==> config.mk <==
export PLATFORM = sky130hd
export DESIGN_NAME = cisl_top
export DESIGN_NICKNAME = d
export VERILOG_FILES = /design/src/shared/cisl_pkg.sv /design/src/rtl/cisl_flag_bank.sv /design/src/rtl/cisl_prio.sv /design/src/rtl/cisl_top.sv
export SDC_FILE = /design/constraint.sdc
export NUM_CORES = 1
export LEC_CHECK = 0
export BUFFER_PORTS_ARGS = -buffer_cell sky130_fd_sc_hd__buf_2
export CAP_MARGIN = 15
export CORE_MARGIN = 1.5
export CORE_UTILIZATION = 44
export CTS_CLUSTER_SIZE = 20
export DETAILED_ROUTE_END_ITERATION = 12
export HOLD_SLACK_MARGIN = 0.06
export MAX_ROUTING_LAYER = met4
export PLACE_DENSITY = 0.74
export SETUP_SLACK_MARGIN = 0.05
export SLEW_MARGIN = 40
export SYNTH_ARGS = -nofsm -noshare
export SYNTH_HDL_FRONTEND = slang
export SYNTH_HIERARCHICAL = 1
export SYNTH_SLANG_ARGS = --single-unit
==> constraint.sdc <==
create_clock -name clk -period 2.5 [get_ports clk]
set_input_delay 0.125 -clock clk [delete_from_list [all_inputs] [get_ports clk]]
set_output_delay 0.125 -clock clk [all_outputs]
set_load 0.05 [all_outputs]
==> src/shared/cisl_pkg.sv <==
// constants, types and behaviour summary for the cpu interrupt source logic
// ----------------------------------------------------------------------------
// Behaviour
// - global cpu mask blocks all maskable requests; the software trap ignores it
// - priority by number, zero highest; lower number always served first
// - software trap is non-maskable and stacks pc itself, hardware stacks pc-1
// - break point hit makes the cpu execute the software trap
// - low level on external request pin latches a pending request
// - pll lock toggle sets change flag; enable gates the request
// - timer wrap to zero after modulo match sets wrap flag; enable gates
// - each timer channel capture or compare sets its flag; enable gates
// - sync rx byte into data register sets rx full flag; enable gates
// - sync tx byte into shift register sets tx empty flag; enable gates
// - mode fault: slave on select rise mid transfer, master on select low
// - sync byte arriving before previous read sets overflow; error enable gates
// - async character into tx shift register sets tx empty flag; enable gates
// - async both tx registers empty, no break or idle, sets done flag
// - async character into rx data register sets rx full flag; enable gates
// - after each instruction, mask clear, highest pending request is taken
// - taking an interrupt stacks, sets global mask, loads source vector
// ----------------------------------------------------------------------------
package cisl_pkg;

  // ----------------------------------------------------------------------------
  // register bus
  // ----------------------------------------------------------------------------
  localparam int         ADDR_W      = 5;
  localparam int         DATA_W      = 32;
  localparam logic [4:0] OFS_FLAGS   = 5'h00;
  localparam logic [4:0] OFS_ENABLE  = 5'h04;
  localparam logic [4:0] OFS_CTRL    = 5'h08;
  localparam logic [4:0] OFS_ACTIVE  = 5'h0c;
  localparam logic [4:0] OFS_VECTOR  = 5'h10;
  localparam int         NUM_REGS    = 5;

  localparam int         CTRL_GMASK    = 0;
  localparam int         CTRL_SYNC_MODE_FAULT_FLAG_CHK = 1;
  localparam logic       GMASK_RST     = 1'h1;
  localparam logic       SYNC_MODE_FAULT_FLAG_CHK_RST  = 1'h0;

  // ----------------------------------------------------------------------------
  // flag positions, shared by flags and enables
  // ----------------------------------------------------------------------------
  localparam int NUM_FLAGS   = 15;
  localparam int FLG_EXT     = 0;
  localparam int FLG_PLL     = 1;
  localparam int FLG_T1_CH0  = 2;
  localparam int FLG_T1_CH1  = 3;
  localparam int FLG_T1_WRAP = 4;
  localparam int FLG_T2_CH0  = 5;
  localparam int FLG_T2_CH1  = 6;
  localparam int FLG_T2_WRAP = 7;
  localparam int FLG_SRX     = 8;
  localparam int FLG_SOVF    = 9;
  localparam int FLG_SMODF   = 10;
  localparam int FLG_STX     = 11;
  localparam int FLG_ARX     = 12;
  localparam int FLG_ATX     = 13;
  localparam int FLG_ATC     = 14;
  localparam logic [14:0] ENABLE_RST = 15'h0000;

  // ----------------------------------------------------------------------------
  // request groups in priority order, index 0 highest
  // ----------------------------------------------------------------------------
  localparam int NUM_GROUPS = 12;
  localparam int GRP_IDX_W  = 4;
  localparam logic [15:0] VEC_TRAP = 16'hfffc;
  localparam logic [11:0][15:0] GROUP_VECTOR = '{
    16'hffe2, 16'hffe4, 16'hffe8, 16'hffea, 16'hffec, 16'hffee,
    16'hfff0, 16'hfff2, 16'hfff4, 16'hfff6, 16'hfff8, 16'hfffa};

  typedef enum logic [1:0] {
    CISL_RUN   = 2'b01,
    CISL_ENTER = 2'b10
  } cisl_state_t;

endpackage

==> src/rtl/cisl_flag_bank.sv <==
// sticky event flag bank, set wins over clear
`timescale 1ns/1ps
`default_nettype none
module cisl_flag_bank #(
  parameter int W = 15
) (
  // clock and reset
  input  wire logic         clk,
  input  wire logic         reset,
  // events and clears
  input  wire logic [W-1:0] set,
  input  wire logic [W-1:0] clr,
  // flags
  output var  logic [W-1:0] flags
);

  if (W < 1 || W > 32) begin : g_bad_width
    $error("cisl_flag_bank: width out of range");
  end

  typedef struct packed {
    logic [W-1:0] flags;
  } cisl_bank_t;

  cisl_bank_t r;
  cisl_bank_t n;

  always_comb begin
    n = r;
    // an event in the clearing cycle must not be lost
    n.flags = (r.flags & ~clr) | set;
  end

  always_ff @(posedge clk) begin
    if (reset) begin
      r <= '0;
    end else begin
      r <= n;
    end
  end

  assign flags = r.flags;

endmodule
`default_nettype wire

==> src/rtl/cisl_prio.sv <==
// fixed priority pick, lowest index wins
`timescale 1ns/1ps
`default_nettype none
module cisl_prio #(
  parameter int N     = 12,
  parameter int IDX_W = 4
) (
  // requests
  input  wire logic [N-1:0]     req,
  // pick
  output var  logic             any,
  output var  logic [IDX_W-1:0] idx
);

  if (N < 1 || N > (1 << IDX_W)) begin : g_bad_size
    $error("cisl_prio: index too narrow for request count");
  end

  always_comb begin
    any = 1'b0;
    idx = '0;
    // walk downward so the lowest set index is left standing
    for (int i = N - 1; i >= 0; i--) begin
      if (req[i]) begin
        any = 1'b1;
        idx = IDX_W'(i);
      end
    end
  end

endmodule
`default_nettype wire

==> src/rtl/cisl_top.sv <==
// interrupt source gathering, masking and entry sequencing for the cpu core
//
// Added by the designer: the Avalon-MM interface to the registers and the register addresses.
`timescale 1ns/1ps
`default_nettype none
module cisl_top (
  // clock and reset
  input  wire logic        clk,
  input  wire logic        reset,
  // avalon-mm slave
  input  wire logic [4:0]  avs_address,
  input  wire logic        avs_read,
  input  wire logic        avs_write,
  input  wire logic [31:0] avs_writedata,
  input  wire logic [3:0]  avs_byteenable,
  output var  logic [31:0] avs_readdata,
  output var  logic        avs_waitrequest,
  // external request pin
  input  wire logic        ext_irq_n,
  // clock generator unit
  input  wire logic        pll_locked,
  // timer unit one
  input  wire logic [1:0]  timer_one_ch_event,
  input  wire logic        timer_one_tick,
  input  wire logic        timer_one_at_modulo,
  // timer unit two
  input  wire logic [1:0]  timer_two_ch_event,
  input  wire logic        timer_two_tick,
  input  wire logic        timer_two_at_modulo,
  // synchronous serial port
  input  wire logic        sync_rx_byte,
  input  wire logic        sync_tx_load,
  input  wire logic        sync_master_mode,
  input  wire logic        sync_xfer_active,
  input  wire logic        sync_ss_n,
  // async serial port
  input  wire logic        async_tx_load,
  input  wire logic        async_rx_load,
  input  wire logic        async_tx_shift_empty,
  input  wire logic        async_tx_data_empty,
  input  wire logic        async_tx_break_idle,
  // break unit
  input  wire logic        break_match,
  // cpu core
  input  wire logic        cpu_instr_done,
  input  wire logic        cpu_trap_exec,
  input  wire logic        cpu_rti,
  output var  logic        cpu_force_trap,
  output var  logic        cpu_irq_req,
  output var  logic        cpu_take,
  output var  logic [15:0] cpu_vector,
  output var  logic        cpu_stack_pc_minus_one,
  // interrupt line
  output var  logic        irq
);

  // ----------------------------------------------------------------------------
  // state
  // ----------------------------------------------------------------------------
  typedef struct packed {
    logic [1:0]                            ext_sync;
    logic [1:0]                            ss_sync;
    logic                                  ss_prev;
    logic                                  lock_prev;
    logic                                  lock_primed;
    logic                                  done_prev;
    logic [cisl_pkg::NUM_FLAGS-1:0]        enable;
    logic                                  gmask;
    logic                                  sync_mode_fault_flag_chk;
    cisl_pkg::cisl_state_t                 state;
    logic                                  force_trap;
    logic                                  take;
    logic [15:0]                           vector;
    logic                                  pc_minus_one;
    logic                                  irq_req;
    logic                                  irq;
    logic                                  waitreq;
    logic [31:0]                           rdata;
  } cisl_top_t;

  cisl_top_t r;
  cisl_top_t n;

  logic [cisl_pkg::NUM_FLAGS-1:0]   flags;
  logic [cisl_pkg::NUM_FLAGS-1:0]   flag_set;
  logic [cisl_pkg::NUM_FLAGS-1:0]   flag_clr;
  logic [cisl_pkg::NUM_FLAGS-1:0]   active;
  logic [cisl_pkg::NUM_GROUPS-1:0]  grp_req;
  logic [cisl_pkg::NUM_GROUPS-1:0]  grp_live;
  logic                             pr_any;
  logic [cisl_pkg::GRP_IDX_W-1:0]   pr_idx;
  logic                             ss_now;
  logic                             ss_rise;
  logic                             done_cond;
  logic                             bus_req;
  logic                             bus_accept;
  logic [cisl_pkg::NUM_REGS-1:0]    sel;
  logic [31:0]                      wmask;

  // ----------------------------------------------------------------------------
  // decode helpers
  // ----------------------------------------------------------------------------
  function automatic logic [cisl_pkg::NUM_REGS-1:0] reg_sel(input logic [4:0] a);
    logic [cisl_pkg::NUM_REGS-1:0] s;
    s = '0;
    unique case (a)
      cisl_pkg::OFS_FLAGS:  s[0] = 1'b1;
      cisl_pkg::OFS_ENABLE: s[1] = 1'b1;
      cisl_pkg::OFS_CTRL:   s[2] = 1'b1;
      cisl_pkg::OFS_ACTIVE: s[3] = 1'b1;
      cisl_pkg::OFS_VECTOR: s[4] = 1'b1;
      default:              s    = '0;
    endcase
    return s;
  endfunction

  function automatic logic [31:0] lane_mask(input logic [3:0] be);
    logic [31:0] m;
    m = '0;
    for (int i = 0; i < 4; i++) begin
      m[i*8 +: 8] = {8{be[i]}};
    end
    return m;
  endfunction

  // ----------------------------------------------------------------------------
  // event detection
  // ----------------------------------------------------------------------------
  assign ss_now    = r.ss_sync[1];
  assign ss_rise   = ss_now & ~r.ss_prev;
  assign done_cond = async_tx_shift_empty & async_tx_data_empty & ~async_tx_break_idle;

  // level source: stays set while the pin is held low, even across a clear
  assign flag_set[cisl_pkg::FLG_EXT]     = ~r.ext_sync[1];
  assign flag_set[cisl_pkg::FLG_PLL]     = r.lock_primed & (pll_locked ^ r.lock_prev);
  assign flag_set[cisl_pkg::FLG_T1_CH0]  = timer_one_ch_event[0];
  assign flag_set[cisl_pkg::FLG_T1_CH1]  = timer_one_ch_event[1];
  assign flag_set[cisl_pkg::FLG_T1_WRAP] = timer_one_tick & timer_one_at_modulo;
  assign flag_set[cisl_pkg::FLG_T2_CH0]  = timer_two_ch_event[0];
  assign flag_set[cisl_pkg::FLG_T2_CH1]  = timer_two_ch_event[1];
  assign flag_set[cisl_pkg::FLG_T2_WRAP] = timer_two_tick & timer_two_at_modulo;
  assign flag_set[cisl_pkg::FLG_SRX]     = sync_rx_byte;
  // unread byte is judged by the rx full flag still standing
  assign flag_set[cisl_pkg::FLG_SOVF]    = sync_rx_byte & flags[cisl_pkg::FLG_SRX];
  assign flag_set[cisl_pkg::FLG_SMODF]   = r.sync_mode_fault_flag_chk &
                                           (sync_master_mode ? ~ss_now
                                                             : (ss_rise & sync_xfer_active));
  assign flag_set[cisl_pkg::FLG_STX]     = sync_tx_load;
  assign flag_set[cisl_pkg::FLG_ARX]     = async_rx_load;
  assign flag_set[cisl_pkg::FLG_ATX]     = async_tx_load;
  assign flag_set[cisl_pkg::FLG_ATC]     = done_cond & ~r.done_prev;

  // ----------------------------------------------------------------------------
  // bus accept and flag clearing
  // ----------------------------------------------------------------------------
  assign bus_req    = avs_read | avs_write;
  assign bus_accept = bus_req & ~r.waitreq;
  assign sel        = reg_sel(avs_address);
  assign wmask      = lane_mask(avs_byteenable);
  assign flag_clr   = (bus_accept & avs_write & sel[0])
                      ? avs_writedata[cisl_pkg::NUM_FLAGS-1:0] & wmask[cisl_pkg::NUM_FLAGS-1:0]
                      : '0;

  cisl_flag_bank #(
    .W (cisl_pkg::NUM_FLAGS)
  ) u_flags (
    .clk   (clk),
    .reset (reset),
    .set   (flag_set),
    .clr   (flag_clr),
    .flags (flags)
  );

  // ----------------------------------------------------------------------------
  // gating and grouping
  // ----------------------------------------------------------------------------
  assign active = flags & r.enable;

  assign grp_req[0]  = active[cisl_pkg::FLG_EXT];
  assign grp_req[1]  = active[cisl_pkg::FLG_PLL];
  assign grp_req[2]  = active[cisl_pkg::FLG_T1_CH0];
  assign grp_req[3]  = active[cisl_pkg::FLG_T1_CH1];
  assign grp_req[4]  = active[cisl_pkg::FLG_T1_WRAP];
  assign grp_req[5]  = active[cisl_pkg::FLG_T2_CH0];
  assign grp_req[6]  = active[cisl_pkg::FLG_T2_CH1];
  assign grp_req[7]  = active[cisl_pkg::FLG_T2_WRAP];
  assign grp_req[8]  = active[cisl_pkg::FLG_SRX] | active[cisl_pkg::FLG_SOVF] |
                       active[cisl_pkg::FLG_SMODF];
  assign grp_req[9]  = active[cisl_pkg::FLG_STX];
  assign grp_req[10] = active[cisl_pkg::FLG_ARX];
  assign grp_req[11] = active[cisl_pkg::FLG_ATX] | active[cisl_pkg::FLG_ATC];

  assign grp_live = grp_req & {cisl_pkg::NUM_GROUPS{~r.gmask}};

  cisl_prio #(
    .N     (cisl_pkg::NUM_GROUPS),
    .IDX_W (cisl_pkg::GRP_IDX_W)
  ) u_prio (
    .req (grp_live),
    .any (pr_any),
    .idx (pr_idx)
  );

  // ----------------------------------------------------------------------------
  // next state
  // ----------------------------------------------------------------------------
  always_comb begin
    n = r;

    // two-flop synchronisers for the pins
    n.ext_sync    = {r.ext_sync[0], ext_irq_n};
    n.ss_sync     = {r.ss_sync[0], sync_ss_n};
    n.ss_prev     = ss_now;
    n.lock_prev   = pll_locked;
    // first cycle after reset only learns the lock level, no toggle
    n.lock_primed = 1'b1;
    n.done_prev   = done_cond;

    n.force_trap = break_match;
    n.take       = 1'b0;

    // bus: answer one cycle after the request is seen
    if (bus_req & r.waitreq) begin
      n.waitreq = 1'b0;
      n.rdata   = 32'h0000_0000;
      unique case (1'b1)
        sel[0]:  n.rdata[cisl_pkg::NUM_FLAGS-1:0]  = flags;
        sel[1]:  n.rdata[cisl_pkg::NUM_FLAGS-1:0]  = r.enable;
        sel[2]: begin
          n.rdata[cisl_pkg::CTRL_GMASK]    = r.gmask;
          n.rdata[cisl_pkg::CTRL_SYNC_MODE_FAULT_FLAG_CHK] = r.sync_mode_fault_flag_chk;
        end
        sel[3]:  n.rdata[cisl_pkg::NUM_GROUPS-1:0] = grp_req;
        sel[4]:  n.rdata[15:0]                     = r.vector;
        default: n.rdata                           = 32'h0000_0000;
      endcase
    end else if (bus_accept) begin
      n.waitreq = 1'b1;
      if (avs_write && sel[1]) begin
        n.enable = (r.enable & ~wmask[cisl_pkg::NUM_FLAGS-1:0]) |
                   (avs_writedata[cisl_pkg::NUM_FLAGS-1:0] & wmask[cisl_pkg::NUM_FLAGS-1:0]);
      end
      if (avs_write && sel[2] && avs_byteenable[0]) begin
        n.gmask    = avs_writedata[cisl_pkg::CTRL_GMASK];
        n.sync_mode_fault_flag_chk = avs_writedata[cisl_pkg::CTRL_SYNC_MODE_FAULT_FLAG_CHK];
      end
    end

    // return from interrupt clears the mask the entry had set
    if (cpu_rti) begin
      n.gmask = 1'b0;
    end

    // entry sequencing; entry setting the mask wins over any clear
    unique case (r.state)
      cisl_pkg::CISL_RUN: begin
        if (cpu_trap_exec) begin
          n.take         = 1'b1;
          n.vector       = cisl_pkg::VEC_TRAP;
          n.pc_minus_one = 1'b0;
          n.gmask        = 1'b1;
          n.state        = cisl_pkg::CISL_ENTER;
        end else if (cpu_instr_done && pr_any) begin
          n.take         = 1'b1;
          n.vector       = cisl_pkg::GROUP_VECTOR[pr_idx];
          n.pc_minus_one = 1'b1;
          n.gmask        = 1'b1;
          n.state        = cisl_pkg::CISL_ENTER;
        end
      end
      cisl_pkg::CISL_ENTER: begin
        // one dead cycle so the core sees the raised mask first
        n.state = cisl_pkg::CISL_RUN;
      end
      default: begin
        n.state = cisl_pkg::CISL_RUN;
      end
    endcase

    n.irq_req = pr_any;
    n.irq     = |grp_req;
  end

  // ----------------------------------------------------------------------------
  // registers
  // ----------------------------------------------------------------------------
  always_ff @(posedge clk) begin
    if (reset) begin
      r              <= '0;
      r.ext_sync     <= 2'h3;
      r.ss_sync      <= 2'h3;
      r.ss_prev      <= 1'h1;
      r.enable       <= cisl_pkg::ENABLE_RST;
      r.gmask        <= cisl_pkg::GMASK_RST;
      r.sync_mode_fault_flag_chk     <= cisl_pkg::SYNC_MODE_FAULT_FLAG_CHK_RST;
      r.state        <= cisl_pkg::CISL_RUN;
      r.vector       <= 16'h0000;
      r.waitreq      <= 1'h1;
    end else begin
      r <= n;
    end
  end

  // ----------------------------------------------------------------------------
  // outputs
  // ----------------------------------------------------------------------------
  assign avs_readdata           = r.rdata;
  assign avs_waitrequest        = r.waitreq;
  assign cpu_force_trap         = r.force_trap;
  assign cpu_irq_req            = r.irq_req;
  assign cpu_take               = r.take;
  assign cpu_vector             = r.vector;
  assign cpu_stack_pc_minus_one = r.pc_minus_one;
  assign irq                    = r.irq;

endmodule
`default_nettype wire

==> Word level (Yosys, flattened, before mapping) <==
Memories as Yosys holds them, arrays and structs flattened.
Index checks and enable logic that the tools add are counted.
{ "totals": {"romBits": 256, "word_cells": 129, "output_inout_bits": 54, "inputBits": 69, "reg_bits": 80, "mem_bits_rw": 0, "memories": 1, "latchBits": 0} }
{ "classes": {"mul": 0, "reduce_logical": 12, "div": 0, "n_eq_ne": 5, "addsub": 0, "mux": 54, "shifts": 0, "bitwise_logic": 37, "n_lt_le_gt_ge": 1} }
{ "memory_table": {"columns": ["memory", "words", "width", "rd", "rd_clocked_by_memory_dff", "write_ports", "line", "text"], "rows": [
  ["(no name shown)", 16, 16, 1, 0, 0, "cisl_top.sv:265", "n.vector = cisl_pkg::GROUP_VECTOR[pr_idx];"]
]} }
{ "op_table": {"columns": ["operator", "n"], "rows": [
  ["75-bit 2-to-1 mux", 1],
  ["15-bit AND", 4],
  ["18-bit 2-to-1 mux", 3],
  ["4-bit 2-to-1 mux", 12],
  ["10-bit one-hot mux with 4 select lines", 1],
  ["17-bit 2-to-1 mux", 2],
  ["16-bit 2-to-1 mux", 2],
  ["15-bit 2-to-1 mux", 2],
  ["15-bit inverter", 2],
  ["15-bit OR", 2],
  ["1-bit 2-to-1 mux", 25],
  ["1-bit AND", 14],
  ["12-bit AND", 1],
  ["12-bit OR reduction", 1],
  ["5-bit by 4-bit == test with 1-bit output (second input constant)", 2],
  ["2-bit one-hot mux with 5 select lines", 1],
  ["1-bit inverter", 9],
  ["3-bit one-hot mux with 3 select lines", 1],
  ["2-bit 2-to-1 mux", 4],
  ["3-bit AND reduction", 2],
  ["5-bit by 3-bit == test with 1-bit output (second input constant)", 1],
  ["5-bit == test (second input constant)", 1],
  ["5-bit zero test", 1],
  ["4-bit by 5-bit less-than comparator with 1-bit output (second input constant)", 1],
  ["7 further kinds", 14]
]} }

==> Depth between registers and ports, before layout <==
{ "logic_depth": {"depth_word": 22, "depth_mapped": 11, "ltp_nobuf": 11} }

==> Hierarchy <==
The synthesis kept the hierarchy.
{ "modules_own_cells": {"columns": ["mod", "n_inst", "area_each_um2", "seq_area_each_um2", "cells_each"], "rows": [
  ["cisl_top", 1, 2952.8, 1081.0, 358],
  ["cisl_flag_bank", 1, 536.8, 300.3, 61],
  ["cisl_prio", 1, 128.9, 0.0, 22]
]} }

==> Least setup slack after synthesis <==
OpenSTA, ideal clock, no wires.
{ "synth_path": {"path_type": "flip-flop to flip-flop", "startpoint": "reg r[57] (netlist name)", "endpoint": "reg r, in the netlist cpu_vector[1]", "setup_time_ns": 0.127, "path_buffers": 1, "arrival_ns": 1.973, "period_less_slack_ns": 2.100, "path_stages_with_launch": 10, "t_required_ns": 2.373, "path_slack_ns": 0.400, "cell_sequence": "dfxtp_1 -> clkbuf_1 -> nor2_1 -> o31ai_1 -> a211oi_1 -> nor3_1 -> ha_1 -> a21oi_1 -> a2bb2oi_1 -> nor2_1"} }
{ "synth_between": {"elab_cells_between_ends": 33, "classes_between": "27 x mux; 2 x bitwise; 3 x reduce/logical; 1 x memory"} }
{ "synth_lines": {"columns": ["element", "line", "text"], "rows": [
  ["start, declared", "cisl_top.sv:81", "cisl_top_t r;"],
  ["start signal, assigned", "cisl_top.sv:300", "r <= n;"],
  ["1-bit inverter", "cisl_top.sv:193", "assign grp_live = grp_req & {cisl_pkg::NUM_GROUPS{~r.gmask}};"],
  ["12-bit AND", "cisl_top.sv:193", null],
  ["named net grp_live (one bit)", "cisl_top.sv:89", "logic [cisl_pkg::NUM_GROUPS-1:0] grp_live;"],
  ["4-bit 2-to-1 mux (10 in series)", "cisl_prio.sv:24", "if (req[i]) begin"],
  ["named net pr_idx (one bit)", "cisl_top.sv:91", "logic [cisl_pkg::GRP_IDX_W-1:0] pr_idx;"],
  ["memory 16 x 16 bit", null, null],
  ["16-bit 2-to-1 mux (not written as such)", "cisl_top.sv:265", null],
  ["18-bit 2-to-1 mux", "cisl_top.sv:263", "end else if (cpu_instr_done && pr_any) begin"],
  ["18-bit 2-to-1 mux", "cisl_top.sv:257", "if (cpu_trap_exec) begin"]
]} }
The timed path passes the listed nets, and every way through them passes these cells. The select of a mux whose other input is x is not followed.
A chain may end at the register's enable or synchronous reset.

==> Worst setup path in the final report <==
{ "layout_path": {"startpoint": "reg u_flags.r, in the netlist u_flags/flags[14]", "endpoint": "reg r, in the netlist cpu_vector[1]"} }
{ "layout_between": {"elab_chain_cells": 19, "elab_cells_between_ends": 34, "classes_between": "27 x mux; 3 x bitwise; 3 x reduce/logical; 1 x memory"} }
{ "layout_lines": {"columns": ["element", "line", "text"], "rows": [
  ["start, declared", "cisl_flag_bank.sv:25", "cisl_bank_t r;"],
  ["start signal, assigned", "cisl_flag_bank.sv:38", "r <= n;"],
  ["15-bit AND", "cisl_top.sv:177", "assign active = flags & r.enable;"],
  ["1-bit OR", "cisl_top.sv:191", "assign grp_req[11] = active[cisl_pkg::FLG_ATX] | active[cisl_pkg::FLG_ATC];"],
  ["12-bit AND", "cisl_top.sv:193", null],
  ["named net grp_live (one bit)", "cisl_top.sv:89", null],
  ["4-bit 2-to-1 mux (12 in series)", "cisl_prio.sv:24", null],
  ["named net pr_idx (one bit)", "cisl_top.sv:91", null],
  ["memory 16 x 16 bit", null, null],
  ["16-bit 2-to-1 mux (not written as such)", "cisl_top.sv:265", null],
  ["18-bit 2-to-1 mux", "cisl_top.sv:263", null],
  ["18-bit 2-to-1 mux", "cisl_top.sv:257", null]
]} }
The timed path passes the listed nets, and every way through them passes these cells. The select of a mux whose other input is x is not followed.

==> impl_metrics.yaml <==
logic_synthesis:
  syn_avg_cell_area_sq_um: 8.21
  yosys_most_used_dff: "dfxtp_1"
  synth_edf_count: 0
  synth_seq_cells: 69
  synth_top_family_by_area: "simple AND/OR/NAND/NOR gates"
  synth_compound_area_frac: 0.145
  synth-simple-area-share: 0.250
  synth_xor_area_frac: 0.00242
  syn_inst: 441
  synth_mux_area_frac: 0.0678
  syn_area_sq_um: 3620
  synthArstFlopShare: 0
  yosysSeqAreaShare: 0.382
  yosys_warnings: 6
  synth_fa_ha_area_frac: 0.00692
  ys_types: 44
route:
  vias: 3191
  post_drt_wl_per_cell_um: 13.6
  ant_nets: 0
  drc: 0
  first_pass_iters: 4
  vias_per_cell: 5.05
  routed_wirelength_um: 8580
  drtIter0Drc: 242
clock_tree:
  cts_max_level: 3
  clk_pin_slew_ns: 0.07
  cts_root_buf: "clkbuf_8"
  cts_setup_buffers: 0
  numClockSinks: 69
  cts_made_buffers: 9
  clk_latency_ns: 0.34
  cts_tree: "yes"
  cts_buffer_depth: 2
sta:
  maxSlewViolCount: 0
  worst-slew-pin-transition_ns: 0.736
  period_share: 0.901
  finalSetupViolations: 0
  hold_viol: 0
  min_period_ns: 2.25
  fmax_ghz: 0.444
  max_slew_margin: 0.505
  rsz0062_at_grt: "no"
  tns_ns: 0
  skew_ns: 0.00395
  hold_ws_ns: 0.100
cells_and_area:
  syn2layout_area_growth_pct: 19.7
  layout.nets: 597
  drive_gt1_frac: 0.234
  final_util: 0.552
  nFillCells: 784
  fin_cells: 632
  final_common_cell: "buf_2"
  fin_area_sq_um: 4330
  diodes: 0
  mostFrequentLayoutCells: "86 x buf_2, 68 x dfxtp_1, 48 x nor2_1, 36 x nand2_1, 30 x dlygate4sd3_1"
placement:
  place_area_sq_um: 3850
  io_buffers: 86
  dpl.hpwl_um: 6240
  dp.cells: 587
  place_congestion: 0.842
pwr:
  power.density_nw_per_um2: 547
  p_leak_uw: 0.00189
  ir_worst_vdd_mv: 0.326
floorplanning:
  num_rows: 32
  dieHeight_um: 93.7
  core-area_sq_um: 7850
  die_area_sq_um: 8780
  initial_core_util: 0.461
  ios: 123
  die_width_um: 93.7
critical_path:
  cp_top_family: "compound AO/OA/AOI/OAI gates"
  r2r_start: "u_flags/flags[14]"
  slowest_stage: "a22oi_1"
  crit_type: "register to register"
  r2r_cells: 11
  start_kind: "register"
  r2r_slack_ns: 0.25
  r2r_end: "cpu_vector[1]"
  cp-end-kind: "register"
  critical_path_buf_inv_count: 1
  path_depth: 11
  crit_required_ns: 2.72
  path_max_fanout: 3
  crit_path_max_incr_delay_ns: 0.38
  path_cells: "a22oi_1, nor2_1, nor2b_1, o21ai_1, o21ai_1, o31a_1, inv_1, ha_1, a21oi_1, a2bb2oi_1, nor2_1"
  worstPathArrival_ns: 2.47
min_path:
  hold_class: "primary input to register"
  min_from: "avs_read"
  min_to: "avs_waitrequest"
  hold_depth: 3
global_route:
  grt_pass1_vias: 2911
  grt_pass1_wl_um: 13900
  grt_start_max_net_pins: 37
  grt.total_usage: 0.210
  grt_overflow: 0
  antenna_found_initial: 0
job:
  cap_violations: 0
outcome:
  status: "finished, final reports clean"
power breakdown:
part | internal [uW] | switching [uW] | total (uW)
clock | 435 | 390 | 825
sequential | 1130 | 35.2 | 1170
combinational | 121 | 255 | 376
total | 1690 | 680 | 2370
what timing repair did:
item	CTS	global route
hold buffers	30	0
endpoints found under the hold margin	30	0
resized for setup	0	2
endpoints found under the setup margin	0	2
how the worst max path moves through the flow:
stage,from,to,slack (ns)
after floorplan,r[57],cpu_vector[1],0.40
after global placement,u_flags/flags[10],cpu_vector[1],0.21
after detailed placement,u_flags/flags[10],cpu_vector[1],0.19
after CTS,u_flags/flags[10],cpu_vector[1],0.15
after global routing,u_flags/flags[14],cpu_vector[1],0.08
final,u_flags/flags[14],cpu_vector[1],0.25
per-stage QoR:
stage,total power (uW),setup slack (ns)
after floorplan,1480,0.400
after global placement,1520,0.213
after detailed placement,1530,0.190
after CTS,2390,0.149
after global routing,2470,0.0780
final,2370,0.247
cell families (layout without fill, tap and decap cells):
group                    count (synthesis)  after routing
buffers and inverters                   89            162
AND/OR/NAND/NOR                        171            171
AO/OA/AOI/OAI                           84             84
other                                    1             17
multiplexers                            24             24
flip-flops                              69             69
adder cells (fa/ha/maj)                  2              2
XOR/XNOR                                 1              1
tightest hold or removal path, delay by kind of cell:
family	cells	cell delay [ns]
compound gates	1	0.13
buf+inv	1	0.10
simple gates	1	0.05
Yosys cell counts (2+ instances only):
| cell type | number | area (sq um) |
|---|---|---|
| dfxtp_1 | 69 | 1380 |
| buf_4 | 49 | 368 |
| nor2_1 | 49 | 184 |
| nand2_1 | 36 | 135 |
| a21oi_1 | 28 | 140 |
| inv_1 | 25 | 93.8 |
| o21ai_0 | 24 | 120 |
| nand2b_1 | 22 | 138 |
| mux2i_1 | 20 | 200 |
| and2_1 | 19 | 119 |
| clkbuf_1 | 13 | 48.8 |
| nor2b_1 | 8 | 50.1 |
| a32o_1 | 7 | 70.1 |
| a32oi_1 | 7 | 61.3 |
| or2_2 | 6 | 37.5 |
| nor3_1 | 5 | 25.0 |
| mux2_2 | 4 | 45.0 |
| nand3_1 | 4 | 20.0 |
| nand4_1 | 4 | 25.0 |
| nor4_1 | 4 | 25.0 |
| and3_1 | 3 | 18.8 |
| nand3b_1 | 3 | 22.5 |
| nor4_2 | 3 | 37.5 |
| o22ai_1 | 3 | 18.8 |
| a211oi_1 | 2 | 15.0 |
| a221oi_1 | 2 | 17.5 |
| a22oi_1 | 2 | 15.0 |
| ha_1 | 2 | 25.0 |
| o21a_1 | 2 | 15.0 |
| o21ai_1 | 2 | 10.0 |
layer usage:
layer,global-route usage,wire (um),vias up
li1,-,-,1595
met1,0.274,4020,1468
met2,0.321,3920,114
met3,0.0445,503,14
met4,0.0784,137,0
met5,-,0,-
layout make-up:
| class | instances | area (sq um) | share of cell area |
|---|---|---|---|
| Multi-Input combinational cell | 299 | 1780 | 0.411 |
| Sequential cell | 69 | 1380 | 0.319 |
| Timing Repair Buffer | 121 | 768 | 0.177 |
| Clock buffer | 14 | 173 | 0.0398 |
| Tap cell | 102 | 128 | 0.0295 |
| Inverter | 26 | 97.6 | 0.0225 |
| Clock inverter | 1 | 5.00 | 0.00116 |
registers in the layout, summed over array words and instances (netlist names):
name	cells
r	24
avs_readdata	16
u_flags/flags	15
cpu_vector	5
n	3
avs_waitrequest	1
cpu_force_trap	1
cpu_irq_req	1
cpu_stack_pc_minus_one	1
cpu_take	1
irq	1
(Power assumes the default switching activity.)
